[config.mk]
export PLATFORM = sky130hd
export DESIGN_NAME = dlsc_loop_ctrl
export DESIGN_NICKNAME = d
export VERILOG_FILES = /design/src/rtl/dlsc_pkg.sv /design/src/rtl/dlsc_avg_if.sv /design/src/rtl/dlsc_tw_avg.sv /design/src/rtl/dlsc_loop_ctrl.sv
export SDC_FILE = /design/constraint.sdc
export NUM_CORES = 1
export LEC_CHECK = 0
export ABC_AREA = 0
export BUFFER_PORTS_ARGS = -buffer_cell sky130_fd_sc_hd__buf_2
export CAP_MARGIN = 20
export CORE_UTILIZATION = 65
export DETAILED_ROUTE_END_ITERATION = 8
export PLACE_DENSITY = 0.87
export SETUP_SLACK_MARGIN = 0.5
export SYNTH_ARGS = -nofsm -noshare
export SYNTH_HDL_FRONTEND = slang
export SYNTH_HIERARCHICAL = 1
export SYNTH_SLANG_ARGS = --single-unit
[constraint.sdc]
create_clock -name i_core_clk -period 9.4 [get_ports i_core_clk]
set_input_delay 0.47 -clock i_core_clk [delete_from_list [all_inputs] [get_ports i_core_clk]]
set_output_delay 0.47 -clock i_core_clk [all_outputs]
set_load 0.01 [all_outputs]
[src/rtl/dlsc_pkg.sv]
// shared constants and types of the dpll loop state controller
// assumes a single 50 MHz core clock; no software register map
package dlsc_pkg;
    localparam int TW_W = 32;            // tuning word width
    localparam int ACC_W = 48;           // average accumulator width
    localparam int INT_W = 4;            // averaging interval exponent width
    localparam int CNT_W = 16;           // averaging sample counter width
    localparam int NREF = 4;             // number of input references
    localparam int SEL_W = 2;            // reference index width
    localparam int FBI_W = 17;           // feedback integer divider width
    localparam int FBM_W = 23;           // feedback modulus width
    localparam int TMR_W = 8;            // state timer width
    localparam int STG_W = 2;            // recovery stage index width
    localparam int CLK_NS = 20;          // core clock period
    localparam int SW_HOLD_NS = 100;     // least switchover holdover time
    localparam int SW_HOLD_CYC = (SW_HOLD_NS + CLK_NS - 1) / CLK_NS;
    localparam int STEP_NS = 200;        // least time per recovery stage
    localparam int STEP_CYC = (STEP_NS + CLK_NS - 1) / CLK_NS;
    localparam logic [STG_W-1:0] LAST_STAGE = 2'h2;
    localparam logic [TW_W-1:0] TW_RST = 32'h0000_0000;

    typedef enum logic [2:0] {
        ST_FREE,
        ST_HOLD,
        ST_SWHOLD,
        ST_LOAD,
        ST_RECOVER,
        ST_CLOSED
    } dlsc_state_t;
endpackage : dlsc_pkg

[src/rtl/dlsc_avg_if.sv]
// carrier between the loop controller and the tuning word averager
// assumes both ends sit on the same core clock
`timescale 1ns/10ps
interface dlsc_avg_if;
    logic sample_en;
    logic [dlsc_pkg::TW_W-1:0] sample;
    logic [dlsc_pkg::INT_W-1:0] interval_log2;
    logic clear;
    logic [dlsc_pkg::TW_W-1:0] average;
    logic hist_valid;
    modport avg (input sample_en, input sample, input interval_log2, input clear,
                 output average, output hist_valid);
    modport ctl (output sample_en, output sample, output interval_log2, output clear,
                 input average, input hist_valid);
endinterface : dlsc_avg_if

[src/rtl/dlsc_tw_avg.sv]
// tuning word history: block average over 2**interval samples
// assumes the controller gates sample_en to closed-loop tracking only
`timescale 1ns/10ps
module dlsc_tw_avg (
    input wire logic i_core_clk,
    input wire logic i_sys_rst,
    dlsc_avg_if.avg bus
);
    logic [dlsc_pkg::ACC_W-1:0] acc_q, acc_d, sum;
    logic [dlsc_pkg::CNT_W-1:0] cnt_q, cnt_d, limit;
    logic [dlsc_pkg::TW_W-1:0] avg_q, avg_d;
    logic vld_q, vld_d;

    ////////////////////////////////////////////////////////////////////////
    // accumulate; a power-of-two interval makes the divide a plain shift
    always_comb begin
        acc_d = acc_q;
        cnt_d = cnt_q;
        avg_d = avg_q;
        vld_d = vld_q;
        sum = acc_q + dlsc_pkg::ACC_W'(bus.sample);
        limit = (16'h0001 << bus.interval_log2) - 16'h0001;
        if (bus.clear) begin
            acc_d = '0;
            cnt_d = '0;
            vld_d = 1'b0;
        end else if (bus.sample_en) begin
            if (cnt_q >= limit) begin
                avg_d = dlsc_pkg::TW_W'(sum >> bus.interval_log2);
                acc_d = '0;
                cnt_d = '0;
                vld_d = 1'b1;
            end else begin
                acc_d = sum;
                cnt_d = cnt_q + 16'h0001;
            end
        end
    end

    always_ff @(posedge i_core_clk) begin
        if (i_sys_rst) begin
            acc_q <= '0;
            cnt_q <= '0;
            avg_q <= dlsc_pkg::TW_RST;
            vld_q <= 1'b0;
        end else begin
            acc_q <= acc_d;
            cnt_q <= cnt_d;
            avg_q <= avg_d;
            vld_q <= vld_d;
        end
    end

    assign bus.average = avg_q;
    assign bus.hist_valid = vld_q;

    ////////////////////////////////////////////////////////////////////////
    a_avg_frozen_idle: assert property (@(posedge i_core_clk) disable iff (i_sys_rst)
        !bus.sample_en |=> $stable(avg_q))
        else $error("average moved without a sample");
    a_hist_stays_valid: assert property (@(posedge i_core_clk) disable iff (i_sys_rst)
        vld_q && !bus.clear |=> vld_q)
        else $error("history valid dropped without clear");
endmodule : dlsc_tw_avg

[src/rtl/dlsc_loop_ctrl.sv]
// loop control state machine of one digital pll
// assumes reference selection and validation happen outside; inputs are
// synchronous to i_core_clk
`timescale 1ns/10ps

// What this block does
// average loop filter tuning words over the user interval as history.
// in holdover drive the oscillator from the stored average tuning word.
// on reference switch, brief holdover, load new profile, return to tracking.
// hold lock detector outputs at pre-switch values throughout a switchover.
// enter holdover when no reference is present or on user request.
// in holdover keep output frequency constant, ignore phase samples.
// leave holdover automatically when a valid reference appears, no user hold.
// on exit restore closed loop, lock, step loop parameters per profile.
// user holdover bit keeps the loop in holdover despite valid reference.
// controller clears user holdover bit to allow automatic recovery; the code never clears it and waits until i_user_holdover drops from outside.
// free run or holdover reports unlocked, except during a reference switch.
// changed coefficients take effect only after the loop is opened.
// divider integer or modulus change causes a brief holdover and recovery.
// without history, holdover holds the free-run tuning word.
module dlsc_loop_ctrl (
    input wire logic i_core_clk,
    input wire logic i_sys_rst,
    input wire logic [dlsc_pkg::NREF-1:0] i_ref_valid,
    input wire logic [dlsc_pkg::SEL_W-1:0] i_ref_sel,
    input wire logic i_user_holdover,
    input wire logic i_user_free_run,
    input wire logic i_tw_strobe,
    input wire logic [dlsc_pkg::TW_W-1:0] i_loop_tw,
    input wire logic [dlsc_pkg::TW_W-1:0] i_freerun_tw,
    input wire logic [dlsc_pkg::INT_W-1:0] i_avg_interval,
    input wire logic [dlsc_pkg::FBI_W-1:0] i_fb_int,
    input wire logic [dlsc_pkg::FBM_W-1:0] i_fb_mod,
    input wire logic i_phase_lock_raw,
    input wire logic i_freq_lock_raw,
    output logic [dlsc_pkg::TW_W-1:0] o_dco_tw,
    output logic o_loop_closed,
    output logic o_holdover,
    output logic o_free_run,
    output logic o_switching,
    output logic o_profile_load,
    output logic [dlsc_pkg::SEL_W-1:0] o_profile_idx,
    output logic [dlsc_pkg::STG_W-1:0] o_recover_stage,
    output logic o_phase_lock,
    output logic o_freq_lock,
    output logic o_hist_valid
);
    dlsc_pkg::dlsc_state_t st_q, st_d;
    logic [dlsc_pkg::TMR_W-1:0] tmr_q, tmr_d;
    logic [dlsc_pkg::STG_W-1:0] stage_d;
    logic [dlsc_pkg::SEL_W-1:0] ref_d;
    logic keep_q, keep_d;
    logic [dlsc_pkg::FBI_W-1:0] fbi_q;
    logic [dlsc_pkg::FBM_W-1:0] fbm_q;
    logic sel_ok, hold_req, fb_chg;
    logic [dlsc_pkg::TW_W-1:0] dco_d;
    logic closed_d, hold_d, free_d, load_d, smp_q, smp_d;
    logic [1:0] lk_q, lk_d, lk_raw;

    dlsc_avg_if avg_bus ();

    // states in which the oscillator runs open loop on a held word
    function automatic logic is_hold(input dlsc_pkg::dlsc_state_t s);
        is_hold = (s == dlsc_pkg::ST_HOLD) || (s == dlsc_pkg::ST_SWHOLD) ||
                  (s == dlsc_pkg::ST_LOAD);
    endfunction : is_hold

    // states in which the loop tracks the reference
    function automatic logic is_track(input dlsc_pkg::dlsc_state_t s);
        is_track = (s == dlsc_pkg::ST_RECOVER) || (s == dlsc_pkg::ST_CLOSED);
    endfunction : is_track

    ////////////////////////////////////////////////////////////////////////
    // request decode
    assign sel_ok = i_ref_valid[i_ref_sel];
    assign hold_req = i_user_holdover || !sel_ok; // see R5
    assign fb_chg = (i_fb_int != fbi_q) || (i_fb_mod != fbm_q);

    ////////////////////////////////////////////////////////////////////////
    // loop state: next value
    always_comb begin
        st_d = st_q;
        tmr_d = tmr_q;
        stage_d = o_recover_stage;
        keep_d = keep_q;
        ref_d = o_profile_idx;
        case (st_q)
            dlsc_pkg::ST_FREE: begin
                if (!i_user_free_run && !hold_req) begin
                    st_d = dlsc_pkg::ST_LOAD;
                end else if (!i_user_free_run) begin
                    st_d = dlsc_pkg::ST_HOLD;
                end
            end
            dlsc_pkg::ST_HOLD: begin
                if (!hold_req) begin
                    st_d = dlsc_pkg::ST_LOAD; // see R7
                end
            end
            dlsc_pkg::ST_SWHOLD: begin
                if (tmr_q == dlsc_pkg::TMR_W'(dlsc_pkg::SW_HOLD_CYC - 1)) begin
                    st_d = dlsc_pkg::ST_LOAD;
                end else begin
                    tmr_d = tmr_q + 8'h01;
                end
            end
            dlsc_pkg::ST_LOAD: begin
                st_d = dlsc_pkg::ST_RECOVER;
                tmr_d = '0;
                stage_d = '0;
            end
            dlsc_pkg::ST_RECOVER: begin
                // stage index drives the profile's stepped loop parameters
                if (tmr_q == dlsc_pkg::TMR_W'(dlsc_pkg::STEP_CYC - 1)) begin
                    tmr_d = '0;
                    if (o_recover_stage == dlsc_pkg::LAST_STAGE) begin
                        st_d = dlsc_pkg::ST_CLOSED;
                        keep_d = 1'b0;
                    end else begin
                        stage_d = o_recover_stage + 2'h1;
                    end
                end else begin
                    tmr_d = tmr_q + 8'h01;
                end
            end
            dlsc_pkg::ST_CLOSED: begin
                // a divider change reuses the switchover path: no lock glitch
                if ((i_ref_sel != o_profile_idx) || fb_chg) begin
                    st_d = dlsc_pkg::ST_SWHOLD; // see R3
                    keep_d = 1'b1;
                    tmr_d = '0;
                end
            end
            default: begin
                st_d = dlsc_pkg::ST_FREE;
            end
        endcase
        // user free run and loss of reference override any open sequence
        if (st_q != dlsc_pkg::ST_FREE) begin
            if (i_user_free_run) begin
                st_d = dlsc_pkg::ST_FREE;
                keep_d = 1'b0;
            end else if (hold_req) begin
                st_d = dlsc_pkg::ST_HOLD; // see R5
                keep_d = 1'b0;
            end
        end
        if (st_d == dlsc_pkg::ST_LOAD) begin
            ref_d = i_ref_sel;
        end
    end

    always_ff @(posedge i_core_clk) begin
        if (i_sys_rst) begin
            st_q <= dlsc_pkg::ST_FREE;
            tmr_q <= '0;
            o_recover_stage <= '0;
            keep_q <= 1'b0;
            o_profile_idx <= '0;
        end else begin
            st_q <= st_d;
            tmr_q <= tmr_d;
            o_recover_stage <= stage_d;
            keep_q <= keep_d;
            o_profile_idx <= ref_d;
        end
    end

    ////////////////////////////////////////////////////////////////////////
    // oscillator word and mode outputs, decoded from the next state so they
    // line up with the state register
    always_comb begin
        dco_d = o_dco_tw;
        if (st_d == dlsc_pkg::ST_FREE) begin
            dco_d = i_freerun_tw;
        end else if (is_track(st_d)) begin
            if (i_tw_strobe) begin
                dco_d = i_loop_tw;
            end
        end else if (!is_hold(st_q)) begin
            // word is frozen at entry; later samples are ignored
            dco_d = avg_bus.hist_valid ? avg_bus.average : i_freerun_tw; // see R2
        end
        closed_d = is_track(st_d);
        hold_d = is_hold(st_d);
        free_d = (st_d == dlsc_pkg::ST_FREE);
        load_d = (st_d == dlsc_pkg::ST_LOAD);
        // a strobe in the cycle that leaves tracking is dropped, so no sample
        // is still in flight once holdover is shown
        smp_d = (st_q == dlsc_pkg::ST_CLOSED) && (st_d == dlsc_pkg::ST_CLOSED) &&
                i_tw_strobe; // see R1
    end

    always_ff @(posedge i_core_clk) begin
        if (i_sys_rst) begin
            o_dco_tw <= dlsc_pkg::TW_RST;
            o_loop_closed <= 1'b0;
            o_holdover <= 1'b0;
            o_free_run <= 1'b1;
            o_switching <= 1'b0;
            o_profile_load <= 1'b0;
            o_hist_valid <= 1'b0;
            smp_q <= 1'b0;
            fbi_q <= '0;
            fbm_q <= '0;
        end else begin
            o_dco_tw <= dco_d;
            o_loop_closed <= closed_d;
            o_holdover <= hold_d;
            o_free_run <= free_d;
            o_switching <= keep_d;
            o_profile_load <= load_d;
            o_hist_valid <= avg_bus.hist_valid;
            smp_q <= smp_d;
            fbi_q <= i_fb_int;
            fbm_q <= i_fb_mod;
        end
    end

    ////////////////////////////////////////////////////////////////////////
    // lock indications; the same freeze applies to phase and frequency
    assign lk_raw = {i_freq_lock_raw, i_phase_lock_raw};
    for (genvar g = 0; g < 2; g++) begin : g_lock
        always_comb begin
            if (keep_d) begin
                lk_d[g] = lk_q[g];
            end else begin
                lk_d[g] = is_track(st_d) ? lk_raw[g] : 1'b0;
            end
        end
        always_ff @(posedge i_core_clk) begin
            if (i_sys_rst) begin
                lk_q[g] <= 1'b0;
            end else begin
                lk_q[g] <= lk_d[g];
            end
        end
    end
    assign o_phase_lock = lk_q[0];
    assign o_freq_lock = lk_q[1];

    ////////////////////////////////////////////////////////////////////////
    // history averager; registered sample costs one cycle but keeps the
    // strobe free of state decode glitches
    assign avg_bus.sample_en = smp_q;
    assign avg_bus.interval_log2 = i_avg_interval;
    assign avg_bus.clear = o_free_run;

    logic [dlsc_pkg::TW_W-1:0] smp_tw_q;
    always_ff @(posedge i_core_clk) begin
        if (i_sys_rst) begin
            smp_tw_q <= dlsc_pkg::TW_RST;
        end else begin
            smp_tw_q <= i_loop_tw;
        end
    end
    assign avg_bus.sample = smp_tw_q;

    dlsc_tw_avg u_avg (
        .i_core_clk(i_core_clk),
        .i_sys_rst(i_sys_rst),
        .bus(avg_bus)
    );

    ////////////////////////////////////////////////////////////////////////
    a_hold_word_const: assert property (@(posedge i_core_clk) disable iff (i_sys_rst)
        o_holdover && $past(o_holdover) |-> $stable(o_dco_tw))
        else $error("tuning word moved in holdover");
    a_hold_no_track: assert property (@(posedge i_core_clk) disable iff (i_sys_rst)
        o_holdover |-> !o_loop_closed && !smp_q)
        else $error("loop tracking while in holdover");
    a_switch_brief: assert property (@(posedge i_core_clk) disable iff (i_sys_rst)
        $rose(st_q == dlsc_pkg::ST_SWHOLD) |-> ##[1:6] (st_q != dlsc_pkg::ST_SWHOLD))
        else $error("switchover holdover too long");
    a_switch_lock_held: assert property (@(posedge i_core_clk) disable iff (i_sys_rst)
        o_switching && $past(o_switching) |-> $stable(o_phase_lock) && $stable(o_freq_lock))
        else $error("lock changed during switchover");
    a_lost_ref_hold: assert property (@(posedge i_core_clk) disable iff (i_sys_rst)
        (st_q == dlsc_pkg::ST_CLOSED) && !(|i_ref_valid) && !i_user_free_run
        |=> (st_q == dlsc_pkg::ST_HOLD) && o_holdover)
        else $error("no holdover after loss of references");
    a_auto_exit: assert property (@(posedge i_core_clk) disable iff (i_sys_rst)
        (st_q == dlsc_pkg::ST_HOLD) && sel_ok && !i_user_holdover && !i_user_free_run
        |=> o_profile_load ##1 (st_q == dlsc_pkg::ST_RECOVER || !o_loop_closed))
        else $error("holdover not left with valid reference");
    // a fresh recovery restarts at stage zero; inside one, stages only step up
    a_recover_steps: assert property (@(posedge i_core_clk) disable iff (i_sys_rst)
        (st_q == dlsc_pkg::ST_RECOVER) && $changed(o_recover_stage)
        |-> (o_recover_stage == $past(o_recover_stage) + 2'h1) ||
            (($past(st_q) == dlsc_pkg::ST_LOAD) && (o_recover_stage == 2'h0)))
        else $error("recovery stage skipped");
    a_user_hold_stays: assert property (@(posedge i_core_clk) disable iff (i_sys_rst)
        (st_q == dlsc_pkg::ST_HOLD) && i_user_holdover |=> o_holdover || o_free_run)
        else $error("left holdover while user hold set");
    a_hold_unlocked: assert property (@(posedge i_core_clk) disable iff (i_sys_rst)
        (o_free_run || (st_q == dlsc_pkg::ST_HOLD)) |-> !o_phase_lock && !o_freq_lock)
        else $error("lock reported in free run or holdover");
    a_div_change_hold: assert property (@(posedge i_core_clk) disable iff (i_sys_rst)
        (st_q == dlsc_pkg::ST_CLOSED) && fb_chg && !hold_req && !i_user_free_run
        |=> (st_q == dlsc_pkg::ST_SWHOLD) && o_switching)
        else $error("divider change did not open the loop");
    a_no_hist_freerun: assert property (@(posedge i_core_clk) disable iff (i_sys_rst)
        $rose(o_holdover) && !$past(avg_bus.hist_valid)
        |-> o_dco_tw == $past(i_freerun_tw))
        else $error("holdover word not free-run word without history");
endmodule : dlsc_loop_ctrl

==> results of run 1 <==
[critical path, cell delays in order]
cell and delay (ps):
buf_2 580, inv_1 660, nor2_1 520, inv_1 170
o32ai_1 250, a32oi_1 90, ha_1 300, nand4_1 110
nor3_1 230, o21ai_0 110, a21oi_1 170, nor2_1 70
buf_4 220, or3_1 730, nor2_1 490, o21ai_0 150
a21oi_1 160, a31o_2 120
[Yosys cell counts, types with 11 or more instances]
| master | n |
|---|---|
| inv_1 | 26 |
| mux2_2 | 14 |
| mux2i_1 | 62 |
| xor2_1 | 75 |
| ha_1 | 56 |
| and3_1 | 20 |
| dfxtp_1 | 224 |
| o21ai_0 | 78 |
| nand4_1 | 25 |
| nor3_1 | 36 |
| a22oi_1 | 28 |
| buf_2 | 15 |
| nor2_1 | 163 |
| nor4_1 | 20 |
| a21oi_1 | 105 |
| nand2b_1 | 39 |
| nor2b_1 | 81 |
| o21a_1 | 12 |
| o21ai_1 | 30 |
| a211oi_1 | 29 |
| o211ai_1 | 15 |
| clkbuf_1 | 74 |
| and2_1 | 13 |
| buf_1 | 15 |
| nand2_1 | 155 |
| xnor2_1 | 26 |
| o221ai_1 | 11 |
| a32o_1 | 34 |
| a21o_1 | 47 |
| nand3_1 | 49 |
| buf_6 | 11 |
[sequential cells by signal, summed over array words and instances, names as in the netlist, 2 cells and up]
register	count
avg_bus.sample	32
fbi_q	17
fbm_q	23
o_dco_tw	32
o_profile_idx	2
o_recover_stage	2
st_q	3
tmr_q	8
u_avg/acc_q	47
u_avg/bus.average	32
u_avg/cnt_q	16
[cell usage in the layout, fill, tap and decap left out, types with 47 or more instances in the layout]
master   instances
a21oi_1        104
nor2_1         163
nand2_1        155
buf_2          163
ha_1            56
o21ai_0         78
nand3_1         49
xor2_1          75
mux2i_1         62
dfxtp_1        224
a21o_1          47
nor2b_1         81
[through the flow]
stage	utilization	cells	setup WS, ps	cell area (sq um)
after floorplan	-	1773	4730	14600
after CTS	0.7370	2154	4501	16130
final	0.7388	2160	4272	16170
after global routing	0.7387	2159	3847	16170
after global placement	0.6998	2110	4164	15320
after detailed placement	0.6998	2110	3963	15320
[cell families after synthesis]
group,count (synthesis),synth area share
AO/OA/AOI/OAI,511,0.2469
XOR/XNOR,101,0.06060
adder cells (fa/ha/maj),57,0.04937
buffers and inverters,151,0.04783
flip-flops,224,0.3072
multiplexers,86,0.06900
other,1,0.0002569
AND/OR/NAND/NOR,642,0.2188
[per-layer routing]
layer  track usage  routed length (microns)  share of wire
met1        0.4811                    17920           0.39
met2        0.6238                    21260           0.46
met3       0.04906                     3790          0.083
met4        0.2152                     2741          0.060
met5             0                       13        0.00028
[cell type report]
class	count	area, sq um
multi-input combinational	1398	9435
fill	1658	5718
sequential	224	4484
timing repair buffer	182	973.4
clock buffer	33	725.7
tap	280	350.3
inverter	28	105.1
clock inverter	11	88.84
antenna	4	10.01
[worst max-delay path by stage]
stage          slack, ps  depth (start not counted)               from                     to
3_3_place_gp        4160                         17  i_avg_interval[3]  u_avg/bus.average[25]
6_report            4270                         18  i_avg_interval[3]  u_avg/bus.average[10]
4_1_cts             4500                         18  i_avg_interval[3]  u_avg/bus.average[10]
3_5_place_dp        3960                         18  i_avg_interval[3]  u_avg/bus.average[10]
5_1_grt             3850                         18  i_avg_interval[3]  u_avg/bus.average[10]
2_1_floorplan       4730                         21  i_avg_interval[0]  u_avg/bus.average[23]
[report_power, final]
part | leakage (nW) | internal (W) | total [W] | switching (W)
Sequential | 1.83 | 0.000983 | 0.00100 | 0.0000209
Combinational | 4.51 | 0.000128 | 0.000339 | 0.000211
Clock | 0.406 | 0.000568 | 0.000988 | 0.000420
==> qor.csv, run 1 <==
metric,value,unit
status,"finished, final reports clean",
yosys_warnings,6,
ys_top_cells_by_area,"dfxtp_1, ha_1, xor2_1",
gp_congestion,0.9604,
num_rows,54,
area_delta_synth_final,10.79,%
drtAntennaViolNets,0,
synthArstFlopShare,0,
root_buffer,clkbuf_16,
criticalPathCategory,in2reg,
layout.nets,2037,
grt_pass1_wl,71.82,mm
start_util,0.6668,
drt_first_pass_iters,8,
finalClockSkew,13.99,ps
fin_tns_setup,0,ps
avgRoutedWirePerCell,21.17,microns
cp.required,9890,ps
holdPathEnd,avg_bus.sample[22],
io_pins,165,
vias,14468,
postCtsSetupBuffers,0,
cts_tree,yes,
hold_buffers,0,
synth.distinct_cells,95,
synth_nets,1951,
clock_latency,540,ps
grt_use_total,0.3797,
p_leak,6.753,nW
fin_crit,5128,ps
cts_resized,0,
h-tree-depth,1,
drive_above_1_share,0.1535,
cts_inserted_buffers,25,
cellPowerDensity,144.1,nW/um^2
clock_sinks,224,
clock_path_buffers,3,
grt_max_degree,74,
power,0.002331,W
setup_viol,0,
synth_top_area_share,0.3072,
synth_edf_count,0,
maxCapViolCount,0,
hold_viol,0,
hold_depth,2,
whs,162.6,ps
rsz0062_at_grt,no,
syn_area,14600,sq um
syn_avg_cell_area,8.233,sq um
critPathCaptureType,flip-flop,
start_kind,input port,
overflow,0,
r2r_slack,5040,ps
die-area,23060,sq um
min-delay-start,i_loop_tw[22],
r2r_end,u_avg/bus.average[31],
maxSlewViolCount,0,
die_h,151.9,microns
yosysSeqAreaShare,0.3072,
synth-main-ff-cell,dfxtp_1,
cp.arrival,5610,ps
hpwl,32.47,mm
vias_per_cell,6.698,
drc,0,
synth_top_cell_by_area,dfxtp_1,
slew-limit-headroom,0.2397,
ys_ff_latch,224,
r2r-start,avg_bus.sample[22],
timing.final.crit_share,0.5455,
worst_pin_slew,1140,ps
r2r.worst_path.cells,11,
vdd_drop_max,168.5,uV
hp-class,in2reg,
die_width,151.9,microns
drt-total-wl,45.73,mm
path_clk_slew,60,ps
core,21890,sq um
grt_pass1_vias,13641,
synth_cells,1773,
io_buffers,164,
clock.fmax,195.0,MHz
initialDrtViolationCount,1812,
path_max_fanout,41,
antenna_found_initial,5,
(Power assumes the default switching activity.)
==> inputs of run 2 (changes only) <==
Settings changed: CORE_UTILIZATION 65 to 60, PLACE_DENSITY 0.87 to 0.82.
Clock period 9.4 ns to 5.1 ns, I/O delays scaled along.
==> run 2 against run 1 <==
Global-route usage is 2.4 points higher. Sequential power up 85%. Clock skew is 4.1 ps higher. Sequential share of layout area fell by 1.2 points. Non-clock buffer count up 71. Critical endpoint is now u_avg/bus.average[19]. Core utilization fell by 2.4 points. Total power up 88%.
==> qor.csv, run 2 (synthesis gave the netlist of run 1 again) <==
metric,value,unit,change
start_kind,flip-flop,,was input port
critPathCaptureType,flip-flop,,unchanged
die-area,24960,sq um,was 23060 sq um
die_h,158.0,microns,was 151.9 microns
criticalPathCategory,reg2reg,,was in2reg
hp-class,in2reg,,unchanged
maxSlewViolCount,0,,unchanged
drt_first_pass_iters,8,,unchanged
grt_use_total,0.4035,,was 0.3797
clock.fmax,236.5,MHz,
hold_buffers,64,,was 0
clock_path_buffers,3,,unchanged
cts_resized,0,,unchanged
grt_max_degree,69,,was 74
fin_crit,4229,ps,
fin_tns_setup,0,ps,unchanged
io_buffers,164,,unchanged
postCtsSetupBuffers,0,,unchanged
grt_pass1_wl,77.93,mm,was 71.82 mm
timing.final.crit_share,0.8291,,
num_rows,56,,was 54
antenna_found_initial,2,,was 5
clock_sinks,224,,unchanged
cellPowerDensity,259.0,nW/um^2,was 144.1 nW/um^2
setup_viol,0,,unchanged
worst_pin_slew,1025,ps,was 1140 ps
largest_reg_flops,47,,unchanged
hpwl,34.56,mm,was 32.47 mm
place_area,15460,sq um,was 15320 sq um
power,0.004386,W,was 0.002331 W
hold_viol,0,,unchanged
cts_tree,yes,,unchanged
io_pins,165,,unchanged
area_delta_synth_final,15.99,%,was 10.79%
vias,14900,,was 14468
cp.required,5480,ps,was 9890 ps
rsz0062_at_grt,no,,unchanged
cts_inserted_buffers,25,,unchanged
status,"finished, final reports clean",,unchanged
initialDrtViolationCount,1596,,was 1812
die_width,158.0,microns,was 151.9 microns
drive_above_1_share,0.1493,,was 0.1535
overflow,0,,unchanged
core,23680,sq um,was 21890 sq um
finalClockSkew,18.05,ps,was 13.99 ps
drt-total-wl,50.82,mm,was 45.73 mm
final_common_cell,dfxtp_1,,unchanged
top_register,u_avg/acc_q,,unchanged
path_clk_slew,60,ps,about the same
layout.nets,2108,,was 2037
h-tree-depth,1,,unchanged
start_util,0.6164,,was 0.6668
drc,0,,unchanged
path_max_fanout,6,,was 41
p_leak,7.057,nW,was 6.753 nW
grt_pass1_vias,14270,,was 13641
cp.arrival,4610,ps,was 5610 ps
final_cell_mix,"dfxtp_1, nor2_1, buf_2",,unchanged
gp_congestion,0.9823,,was 0.9604
avgRoutedWirePerCell,22.45,microns,was 21.17 microns
slew-limit-headroom,0.3126,,was 0.2397
vdd_drop_max,260.3,uV,was 168.5 uV
final_area,16930,sq um,was 16170 sq um
root_buffer,clkbuf_16,,unchanged
drtAntennaViolNets,0,,unchanged
vias_per_cell,6.581,,was 6.698
maxCapViolCount,0,,unchanged
clock_latency,530,ps,was 540 ps
run 2: cell types whose count changed in the layout (fill, tap and decap cells not counted), moves of 2 or more:
cell / delta
clkinv_2: -6
dlygate4sd3_1: +64
diode_2: -2
buf_4: +7
run 2: worst paths after layout:
| path | depth (start not counted) | endpoint | from | slack (ps) |
|---|---|---|---|---|
| min | 2 | avg_bus.sample[9] | i_loop_tw[9] | 30 |
| max reg2reg | 11 | u_avg/bus.average[19] | avg_bus.sample[0] | 870 |
| min reg2reg | 2 | u_avg/bus.average[8] | u_avg/bus.average[8] | 460 |
| max | 11 | u_avg/bus.average[19] | avg_bus.sample[0] | 870 |
run 2: final cells by class:
cell class	count	area (sq um)
timing repair buffer	253	1679
antenna	2	5.005
tap	319	399.1
multi-input combinational	1398	9435
clock inverter	5	81.33
sequential	224	4484
fill	1821	6750
inverter	28	105.1
clock buffer	35	743.2
run 2: power by group:
part | switching [W] | internal [W]
Sequential | 0.0000420 | 0.00181
Combinational | 0.000416 | 0.000272
Clock | 0.000738 | 0.00110
run 2: routing by layer:
metal,track usage,vias to the layer above,share of wire
met3,0.06488,219,0.072
met1,0.4962,7094,0.40
met4,0.2582,0,0.067
li1,-,6830,-
met2,0.6566,757,0.46
met5,0,-,0
run 2: worst max-delay path: stages (launching register included):
cell      delay (ps)
dfxtp_1          350
ha_1             240
fa_1             280
a211oi_2         110
o211ai_1         190
nand2_1          270
a211oi_1         940
nor2_1           350
xnor2_1          250
mux4_2           560
a222oi_1         380
o221ai_1         170
run 2: stage by stage:
| stage | hold WS, ps | cells | setup slack [ps] | utilization |
|---|---|---|---|---|
| global route | 13.84 | 2264 | 809.4 | 0.7150 |
| detailed placement | 450.9 | 2158 | 901.4 | 0.6529 |
| floorplan | 374.4 | 1773 | 645.5 | - |
| finish | 31.98 | 2264 | 871.4 | 0.7150 |
| CTS | 13.46 | 2262 | 1054 | 0.7148 |
| global placement | 442.8 | 2156 | 851.0 | 0.6511 |
